**src/pkg/eaa_pkg.sv**
```systemverilog
// Constants and carrier types for the energy accumulation and event block.
// Assumes one 20 MHz clock shared with the upstream power datapath.
// Function
// - Line-cycle accumulation starts/stops on zero crossings
// - Half-cycle count is 16 bits, up to 65535
// - Count reached sets cycle-end flag, interrupt if unmasked
// - Next cycle starts at once, readout overwritten
// - Count write clears readout, restarts at crossing
// - Line and normal accumulation share scaled path
// - Disable bit blocks the cycle-end interrupt
// - Disable bit keeps readout and accumulator on write
// - Amp-hour select replaces apparent power everywhere
// - Amp-hour uses current 1 or half-sum
// - Current value gets two low zero bits
// - Amp-hour adds unsigned into 42-bit accumulator
// - One sample added every 230.4 microseconds
// - Amp-hour applies no-load threshold to current
// - Only the selected quantity is accumulated
// - Pulse rate follows the accumulated quantity
// - Two selectable captures latched each sample
// - Source code order: integrators, active, reactive, apparent
// - Active sign event on chosen transition only
// - Active half-full event in either direction
// - Active overflow or underflow raises event
// - Thirteen interrupt sources in total
package eaa_pkg;

    // Sample period and derived cycle count
    localparam real SAMPLE_US  = 230.4;
    localparam int  CLK_MHZ    = 20;
    localparam int  SAMPLE_CYC = int'(SAMPLE_US * CLK_MHZ);
    localparam int  TICK_W     = 13;

    // Datapath widths
    localparam int ACC_W  = 42;
    localparam int RD_W   = 24;
    localparam int RD_LSB = ACC_W - RD_W;
    localparam int PWR_W  = 25;
    localparam int RMS_W  = 23;
    localparam int HCC_W  = 16;
    localparam int SEL_W  = 3;
    localparam int NSRC   = 8;
    localparam int NIRQ   = 13;
    localparam int PH_W   = 32;

    // Flag positions within the interrupt vector
    localparam int F_ACT_SIGN = 0;
    localparam int F_ACT_HF   = 1;
    localparam int F_ACT_OF   = 2;
    localparam int F_APP_HF   = 8;
    localparam int F_APP_OF   = 9;
    localparam int F_APP_NL   = 10;
    localparam int F_CYC_END  = 11;
    localparam int F_WAVE     = 12;

    // No-load thresholds: apparent power, then amp-hour
    localparam logic [PWR_W-1:0] NL_AP_1 = 25'h0000275;
    localparam logic [PWR_W-1:0] NL_AP_2 = 25'h000013a;
    localparam logic [PWR_W-1:0] NL_AP_3 = 25'h000009d;
    localparam logic [PWR_W-1:0] NL_AH_1 = 25'h0000379;
    localparam logic [PWR_W-1:0] NL_AH_2 = 25'h00001bc;
    localparam logic [PWR_W-1:0] NL_AH_3 = 25'h00000de;

    // Pulse converter full-scale, arbitrary scale
    localparam logic [PH_W-1:0] PULSE_THRESH = 32'h01000000;

    typedef enum logic [1:0] {
        EAA_LC_WAIT = 2'b00,
        EAA_LC_RUN  = 2'b01
    } eaa_lc_t;

    typedef struct packed {
        logic             amp_hour_select;
        logic             wiring_mode;
        logic             cycle_end_disable;
        logic             active_polarity_select;
        logic [1:0]       noload_sel;
        logic [7:0]       apparent_energy_divider;
        logic [SEL_W-1:0] waveform_source_1;
        logic [SEL_W-1:0] waveform_source_2;
    } eaa_cfg_t;

    typedef struct packed {
        logic                       zero_cross;
        logic [RMS_W-1:0]           current_rms_1;
        logic [RMS_W-1:0]           current_rms_2;
        logic [PWR_W-1:0]           apparent_gain_1;
        logic [PWR_W-1:0]           apparent_gain_2;
        logic [PWR_W-1:0]           active_power;
        logic [NSRC-1:0][PWR_W-1:0] src;
    } eaa_dp_t;

endpackage

```
**src/design/eaa_pulse_gen.sv**
```systemverilog
// Energy-to-frequency converter for the energy pulse output.
// Assumes one quantity per sample strobe from the accumulation path.
`timescale 1ns/1ps
`default_nettype none
module eaa_pulse_gen #(
    parameter logic [eaa_pkg::PH_W-1:0] THRESH = eaa_pkg::PULSE_THRESH
) (
    input  wire logic                      clk,
    input  wire logic                      rst,
    input  wire logic                      add_vld,
    input  wire logic [eaa_pkg::PWR_W-1:0] add,
    output logic                           pulse
);

    typedef struct packed {
        logic [eaa_pkg::PH_W-1:0] ph;
        logic                     pulse;
    } eaa_pg_st_t;

    eaa_pg_st_t s;
    eaa_pg_st_t n;

    // Phase accumulator, remainder kept so no energy is lost
    always_comb
    begin
        n       = s;
        n.pulse = 1'b0;
        if (add_vld)
        begin
            n.ph = s.ph + {{(eaa_pkg::PH_W-eaa_pkg::PWR_W){1'b0}}, add};
            if (n.ph >= THRESH)
            begin
                n.ph    = n.ph - THRESH;
                n.pulse = 1'b1;
            end
        end
    end

    always_ff @(posedge clk)
    begin
        if (rst)
            s <= '0;
        else
            s <= n;
    end

    assign pulse = s.pulse;

endmodule
`default_nettype wire

```
**src/design/eaa_energy_events.sv**
```systemverilog
// Apparent / amp-hour energy accumulation, line-cycle mode, waveform
// capture and power-unit event flags. Datapath inputs are same-clock logic.
`timescale 1ns/1ps
`default_nettype none
module eaa_energy_events #(
    parameter int SAMPLE_CYC = eaa_pkg::SAMPLE_CYC
) (
    input  wire logic                             clk,
    input  wire logic                             rst,
    input  wire eaa_pkg::eaa_cfg_t                cfg,
    input  wire eaa_pkg::eaa_dp_t                 dp,
    input  wire logic [eaa_pkg::HCC_W-1:0]        half_cycle_count,
    input  wire logic                             half_cycle_count_wr,
    input  wire logic                             apparent_energy_read_clear,
    input  wire logic [eaa_pkg::NIRQ-1:0]         irq_mask,
    input  wire logic [eaa_pkg::NIRQ-1:0]         irq_clear,
    input  wire logic [eaa_pkg::NIRQ-1:0]         ext_event,
    output logic [eaa_pkg::RD_W-1:0]              apparent_energy_readout,
    output logic [eaa_pkg::RD_W-1:0]              line_cycle_energy_readout,
    output logic [eaa_pkg::PWR_W-1:0]             waveform_capture_1,
    output logic [eaa_pkg::PWR_W-1:0]             waveform_capture_2,
    output logic [eaa_pkg::NIRQ-1:0]              irq_flags,
    output logic                                  irq,
    output logic                                  energy_pulse
);

    localparam int AW = eaa_pkg::ACC_W;
    localparam int PW = eaa_pkg::PWR_W;
    localparam logic [eaa_pkg::TICK_W-1:0] TICK_LAST = eaa_pkg::TICK_W'(SAMPLE_CYC - 1);

    typedef struct packed {
        logic [eaa_pkg::TICK_W-1:0] tick_cnt;
        eaa_pkg::eaa_lc_t           lc;
        logic [eaa_pkg::HCC_W-1:0]  half_cnt;
        logic [eaa_pkg::HCC_W-1:0]  hcc;
        logic [AW-1:0]              app_acc;
        logic [AW-1:0]              line_acc;
        logic [eaa_pkg::RD_W-1:0]   line_rd;
        logic [AW-1:0]              act_acc;
        logic                       act_neg;
        logic [eaa_pkg::NIRQ-1:0]   flag;
        logic                       irq;
        logic [PW-1:0]              cap1;
        logic [PW-1:0]              cap2;
    } eaa_st_t;

    eaa_st_t s;
    eaa_st_t n;

    // No-load threshold lookup; code 0 disables detection
    function automatic logic [PW-1:0] noload_thr(input logic [1:0] sel, input logic ah);
        logic [PW-1:0] t;
        t = '0;
        case (sel)
            2'b01:   t = ah ? eaa_pkg::NL_AH_1 : eaa_pkg::NL_AP_1;
            2'b10:   t = ah ? eaa_pkg::NL_AH_2 : eaa_pkg::NL_AP_2;
            2'b11:   t = ah ? eaa_pkg::NL_AH_3 : eaa_pkg::NL_AP_3;
            default: t = '0;
        endcase
        return t;
    endfunction

    // Half of a two-channel sum, or channel 1 alone in two-wire mode
    function automatic logic [PW-1:0] pick(input logic three, input logic [PW-1:0] a, input logic [PW-1:0] b);
        logic [PW:0] sum;
        sum = {1'b0, a} + {1'b0, b};
        return three ? sum[PW:1] : a;
    endfunction

    logic          tick;
    logic [PW-1:0] ah_qty;
    logic [PW-1:0] ah_half;
    logic [PW-1:0] qty;
    logic [PW-1:0] scaled;
    logic [PW-1:0] add;
    logic [7:0]    div;
    logic          noload;
    logic [AW-1:0] app_base;
    logic [AW:0]   app_sum;
    logic [AW-1:0] act_ext;
    logic [AW-1:0] act_sum;
    logic          act_of;
    logic          act_hf;
    logic          sign_evt;
    logic          cyc_end;
    logic [eaa_pkg::HCC_W-1:0] half_nxt;
    logic [eaa_pkg::NIRQ-1:0]  set;

    // Selected quantity, scaling and no-load gating; one shared path
    always_comb
    begin
        tick   = (s.tick_cnt == TICK_LAST);
        ah_half = pick(cfg.wiring_mode, PW'(dp.current_rms_1), PW'(dp.current_rms_2));
        ah_qty  = {ah_half[eaa_pkg::RMS_W-1:0], 2'b00};
        qty    = cfg.amp_hour_select ? ah_qty
                                     : pick(cfg.wiring_mode, dp.apparent_gain_1, dp.apparent_gain_2);
        div    = (cfg.apparent_energy_divider == 8'h00) ? 8'h01 : cfg.apparent_energy_divider;
        scaled = qty / PW'(div);
        noload = (qty < noload_thr(cfg.noload_sel, cfg.amp_hour_select));
        add    = noload ? '0 : scaled;
    end

    // Unsigned apparent / amp-hour accumulation with read-clear of top bits
    always_comb
    begin
        app_base = apparent_energy_read_clear ? {{eaa_pkg::RD_W{1'b0}}, s.app_acc[eaa_pkg::RD_LSB-1:0]} : s.app_acc;
        app_sum  = {1'b0, app_base} + {{(AW+1-PW){1'b0}}, add};
    end

    // Signed active energy; half-full is the top two bits parting
    always_comb
    begin
        act_ext  = {{(AW-PW){dp.active_power[PW-1]}}, dp.active_power};
        act_sum  = s.act_acc + act_ext;
        act_of   = (s.act_acc[AW-1] == act_ext[AW-1]) && (act_sum[AW-1] != s.act_acc[AW-1]);
        act_hf   = (s.act_acc[AW-1] == s.act_acc[AW-2]) && (act_sum[AW-1] != act_sum[AW-2]) && !act_of;
        sign_evt = cfg.active_polarity_select ? (s.act_neg && !dp.active_power[PW-1])
                                              : (!s.act_neg && dp.active_power[PW-1]);
    end

    // Line-cycle end: programmed half-cycle count hit on a crossing
    always_comb
    begin
        half_nxt = s.half_cnt + 16'h0001;
        cyc_end  = (s.lc == eaa_pkg::EAA_LC_RUN) && dp.zero_cross
                   && (s.hcc != 16'h0000) && (half_nxt == s.hcc);
    end

    // Next-state assembly
    always_comb
    begin
        n          = s;
        set        = '0;
        n.tick_cnt = tick ? '0 : s.tick_cnt + 13'h0001;
        if (tick)
        begin
            n.app_acc  = app_sum[AW-1:0];
            n.act_acc  = act_sum;
            n.act_neg  = dp.active_power[PW-1];
            n.cap1     = dp.src[cfg.waveform_source_1];
            n.cap2     = dp.src[cfg.waveform_source_2];
            set[eaa_pkg::F_APP_OF]   = app_sum[AW];
            set[eaa_pkg::F_APP_HF]   = !app_base[AW-1] && app_sum[AW-1];
            set[eaa_pkg::F_APP_NL]   = noload;
            set[eaa_pkg::F_ACT_OF]   = act_of;
            set[eaa_pkg::F_ACT_HF]   = act_hf;
            set[eaa_pkg::F_ACT_SIGN] = sign_evt;
            set[eaa_pkg::F_WAVE]     = 1'b1;
            if (s.lc == eaa_pkg::EAA_LC_RUN)
                n.line_acc = s.line_acc + {{(AW-PW){1'b0}}, add};
        end
        else
        begin
            n.app_acc = app_base;
        end
        case (s.lc)
            eaa_pkg::EAA_LC_WAIT:
            begin
                if (dp.zero_cross)
                begin
                    n.lc       = eaa_pkg::EAA_LC_RUN;
                    n.half_cnt = '0;
                    n.line_acc = '0;
                end
            end
            eaa_pkg::EAA_LC_RUN:
            begin
                if (cyc_end)
                begin
                    n.line_rd  = n.line_acc[AW-1:eaa_pkg::RD_LSB];
                    n.line_acc = '0;
                    n.half_cnt = '0;
                    set[eaa_pkg::F_CYC_END] = !cfg.cycle_end_disable;
                end
                else if (dp.zero_cross)
                    n.half_cnt = half_nxt;
            end
            default: n.lc = eaa_pkg::EAA_LC_WAIT;
        endcase
        // Unless disabled, a count write clears what a coincident cycle end latches; the flag still sets
        if (half_cycle_count_wr)
        begin
            n.hcc = half_cycle_count;
            if (!cfg.cycle_end_disable)
            begin
                n.line_rd  = '0;
                n.line_acc = '0;
                n.half_cnt = '0;
                n.lc       = eaa_pkg::EAA_LC_WAIT;
            end
        end
        // Set beats clear so no event is lost
        n.flag = (s.flag & ~irq_clear) | set | ext_event;
        n.irq  = |(n.flag & ~irq_mask);
    end

    always_ff @(posedge clk)
    begin
        if (rst)
            s <= '0;
        else
            s <= n;
    end

    // Frequency conversion sees the same gated quantity as the accumulator
    eaa_pulse_gen u_pulse (
        .clk     (clk),
        .rst     (rst),
        .add_vld (tick),
        .add     (add),
        .pulse   (energy_pulse)
    );

    assign apparent_energy_readout   = s.app_acc[AW-1:eaa_pkg::RD_LSB];
    assign line_cycle_energy_readout = s.line_rd;
    assign waveform_capture_1        = s.cap1;
    assign waveform_capture_2        = s.cap2;
    assign irq_flags                 = s.flag;
    assign irq                       = s.irq;

    // Independent 43-bit view of the active sum, read by the checks only
    logic [AW:0] act_wide;
    assign act_wide = {s.act_acc[AW-1], s.act_acc} + {act_ext[AW-1], act_ext};
endmodule
`default_nettype wire

```
**config.mk**
```make
export PLATFORM = sky130hd
export DESIGN_NAME = eaa_energy_events
export DESIGN_NICKNAME = d
export VERILOG_FILES = /design/src/pkg/eaa_pkg.sv /design/src/design/eaa_pulse_gen.sv /design/src/design/eaa_energy_events.sv
export SDC_FILE = /design/constraint.sdc
export NUM_CORES = 2
export LEC_CHECK = 0
export BUFFER_PORTS_ARGS = -buffer_cell sky130_fd_sc_hd__buf_2
export CAP_MARGIN = 20
export CORE_MARGIN = 2
export CORE_UTILIZATION = 30
export DETAILED_ROUTE_END_ITERATION = 16
export GPL_TIMING_DRIVEN = 0
export SLEW_MARGIN = 10
export SYNTH_ARGS = -nofsm -noshare
export SYNTH_HDL_FRONTEND = slang
export SYNTH_SLANG_ARGS = --single-unit
export TNS_END_PERCENT = 1
```
**constraint.sdc**
```tcl
create_clock -name clk -period 104.4 [get_ports clk]
set_input_delay 26.1 -clock clk [delete_from_list [all_inputs] [get_ports clk]]
set_output_delay 26.1 -clock clk [all_outputs]
set_load 0.02 [all_outputs]
```
==> results.yml <==
global_routing:
  globalRouteTotalUtil_pct: 19.2
  grt_pass1_wl_um: 191000
  grt-ovfl-total: 0
  grt_max_degree: 27
  antenna_found_initial: 16
  grt_pass1_vias: 34675
logic_synthesis:
  synth_top_flop_cell: "dfxtp_1"
  synth_cell_type_count: 118
  ys_seq_elements: 295
  synthTopCellsByArea: "dfxtp_1, ha_1, mux4_2"
  syn_nets: 5390
  synthArstFlopShare_pct: 0
  yosys.area.top_type_share_pct: 16.5
  syn_inst: 4628
  synth-edff-count: 0
  synth_common_cells: "nand2_1, nor2_1, a21oi_1"
  yosysMostFrequentCell: "nand2_1"
  yosysWarnings: 0
  avgSynthCellArea_um2: 7.76
  syn_area_um2: 35900
  synth_top_area_cell: "dfxtp_1"
  synth-seq-area-share_pct: 16.5
clock_network:
  clock_sinks: 295
  cts_tree: "built"
  clk_pin_slew_ps: 50
  clk_latency_ps: 550
  cts_hold_buf: 0
  htreeDepth: 2
  root_buffer: "clkbuf_16"
  numCtsBuffers: 36
  clockBufferDepth: 3
sta:
  finalSetupViolCount: 0
  slew_viol_final: 0
  finClkSkew_ps: 21.7
  max-slew-margin-rel_pct: 27.8
  period_minus_slack_ps: 98670
  holdWs_ps: 456
  post-route-period-util_pct: 94.5
  hold_violations: 0
  max_freq_mhz: 10.1
  worst_pin_slew_ps: 1080
floorplanning:
  start_util_pct: 30.3
  die_height_um: 350
  io_pins: 514
  core_area_um2: 118000
  rows: 126
  die_w_um: 350
  die-area_um2: 122000
routing:
  finalWirelength_um: 124000
  ant_nets: 0
  routed-via-count: 36654
  firstDrtPassIters: 7
  drt-initial-drc-count: 2517
  drc: 0
  viasPerCell: 5.37
  wl_per_cell_um: 18.2
worst_setup_path:
  start_kind: "primary input"
  slowest_stage: "or4_1"
  crit_top_cell: "o21a_1"
  setup.worst_path.class: "in -> reg"
  max_stage_delay_ps: 500
  r2r_cells: 44
  worst_ep_required_time_ps: 104860
  cp-end-kind: "register"
  arrival_ps: 99130
  path_max_fanout: 10
layout:
  layout-drive-gt1-share_pct: 20.1
  syn2layout_area_growth_pct: 17.5
  final_cells: 6828
  final_nets: 5956
outcome:
  status: "complete, no violations"
placement:
  detailed_place_hpwl_um: 102000
  dp.cells: 6731
  gp_congestion: 0.940
  numPortBuffers: 502
worst_hold_path:
  hold_class: "reg -> reg"
  whs_path_depth: 2
job:
  maxCapViolations: 0
## critical path, delay by kind of cell
family                   cells  cell delay (ps)
AO/OA/AOI/OAI              191            36530
XOR/XNOR                     2              420
adder cells (fa/ha/maj)     28             8630
buffers and inverters       34             6530
multiplexers                10             2800
AND/OR/NAND/NOR             89            17970
## registers in the layout, summed over array words and instances, names as in the netlist
signal / cells
s: 150
u_pulse.pulse: 1
waveform_capture_1: 25
u_pulse.s: 32
irq: 1
apparent_energy_readout: 24
irq_flags: 13
line_cycle_energy_readout: 24
waveform_capture_2: 25
## layout make-up
| type | count | area [um^2] |
|---|---|---|
| multi-input combinational | 3842 | 28000 |
| timing repair buffer | 529 | 2770 |
| buffer | 295 | 1600 |
| clock inverter | 15 | 186 |
| tap | 1600 | 2000 |
| sequential | 295 | 5910 |
| inverter | 195 | 739 |
| fill | 12516 | 76200 |
| antenna | 7 | 17.5 |
| clock buffer | 50 | 1010 |
## path summary, 6_finish.rpt
kind / start / end / slack, ps
worst max-delay path: dp[287] / u_pulse.s[32] / 5730
worst min-delay path: s[73] / s[73] / 460
worst max register to register: s[65] / irq / 95800
worst min register to register: s[73] / s[73] / 460
## cells by family after synthesis
logic type      synth area share (%)
compound gates                  24.1
xor+xnor                        6.71
fa+ha+maj                       12.7
flops                           16.5
other cells                   0.0104
buf+inv                         6.42
simple gates                    21.5
mux                             12.1
## timing repair
action | CTS | global route
endpoints found under the hold margin | 0 | 0
pin swaps | 0 | 9
setup endpoints to repair | 10 | 132
resized for setup | 13 | 78
buffers inserted | 0 | 20
gates cloned | 0 | 0
## cells in the final DEF, fill, tap and decap left out, drive strengths merged, types with 88 or more instances in the layout
cell type    n
clkbuf     202
mux4       119
mux2i      107
o21ai      192
inv        196
nor3       168
nor2       467
nand3      100
a211oi      88
ha         355
a21oi      445
dfxtp      295
nand2      468
buf        672
o21a       116
xnor2      189
## per-layer routing
| layer | vias to the layer above | share of wire [%] | global-route usage [%] | wire length [um] |
|---|---|---|---|---|
| met2 | 1018 | 45 | 31.2 | 55700 |
| met3 | 172 | 6.2 | 2.88 | 7670 |
| met5 | - | 0.062 | 0 | 77 |
| met4 | 12 | 2.3 | 4.44 | 2820 |
| met1 | 17376 | 47 | 26.8 | 57900 |
| li1 | 18076 | - | - | - |
## through the flow
stage	setup TNS [ps]	util [%]	worst slack, ps	area, um^2
detailed placement	-22480	34.2	-2710	40400
CTS	0	35.2	27.5	41700
finish	0	35.6	5730	42200
global route	-73.9	35.6	-37.5	42200
floorplan	0	-	12550	35900
global placement	-18760	34.1	-2360	40400
Power is left out: the tool's default activity adds up to more than one toggle a clock period on the data nets, which glitch-free logic cannot reach.
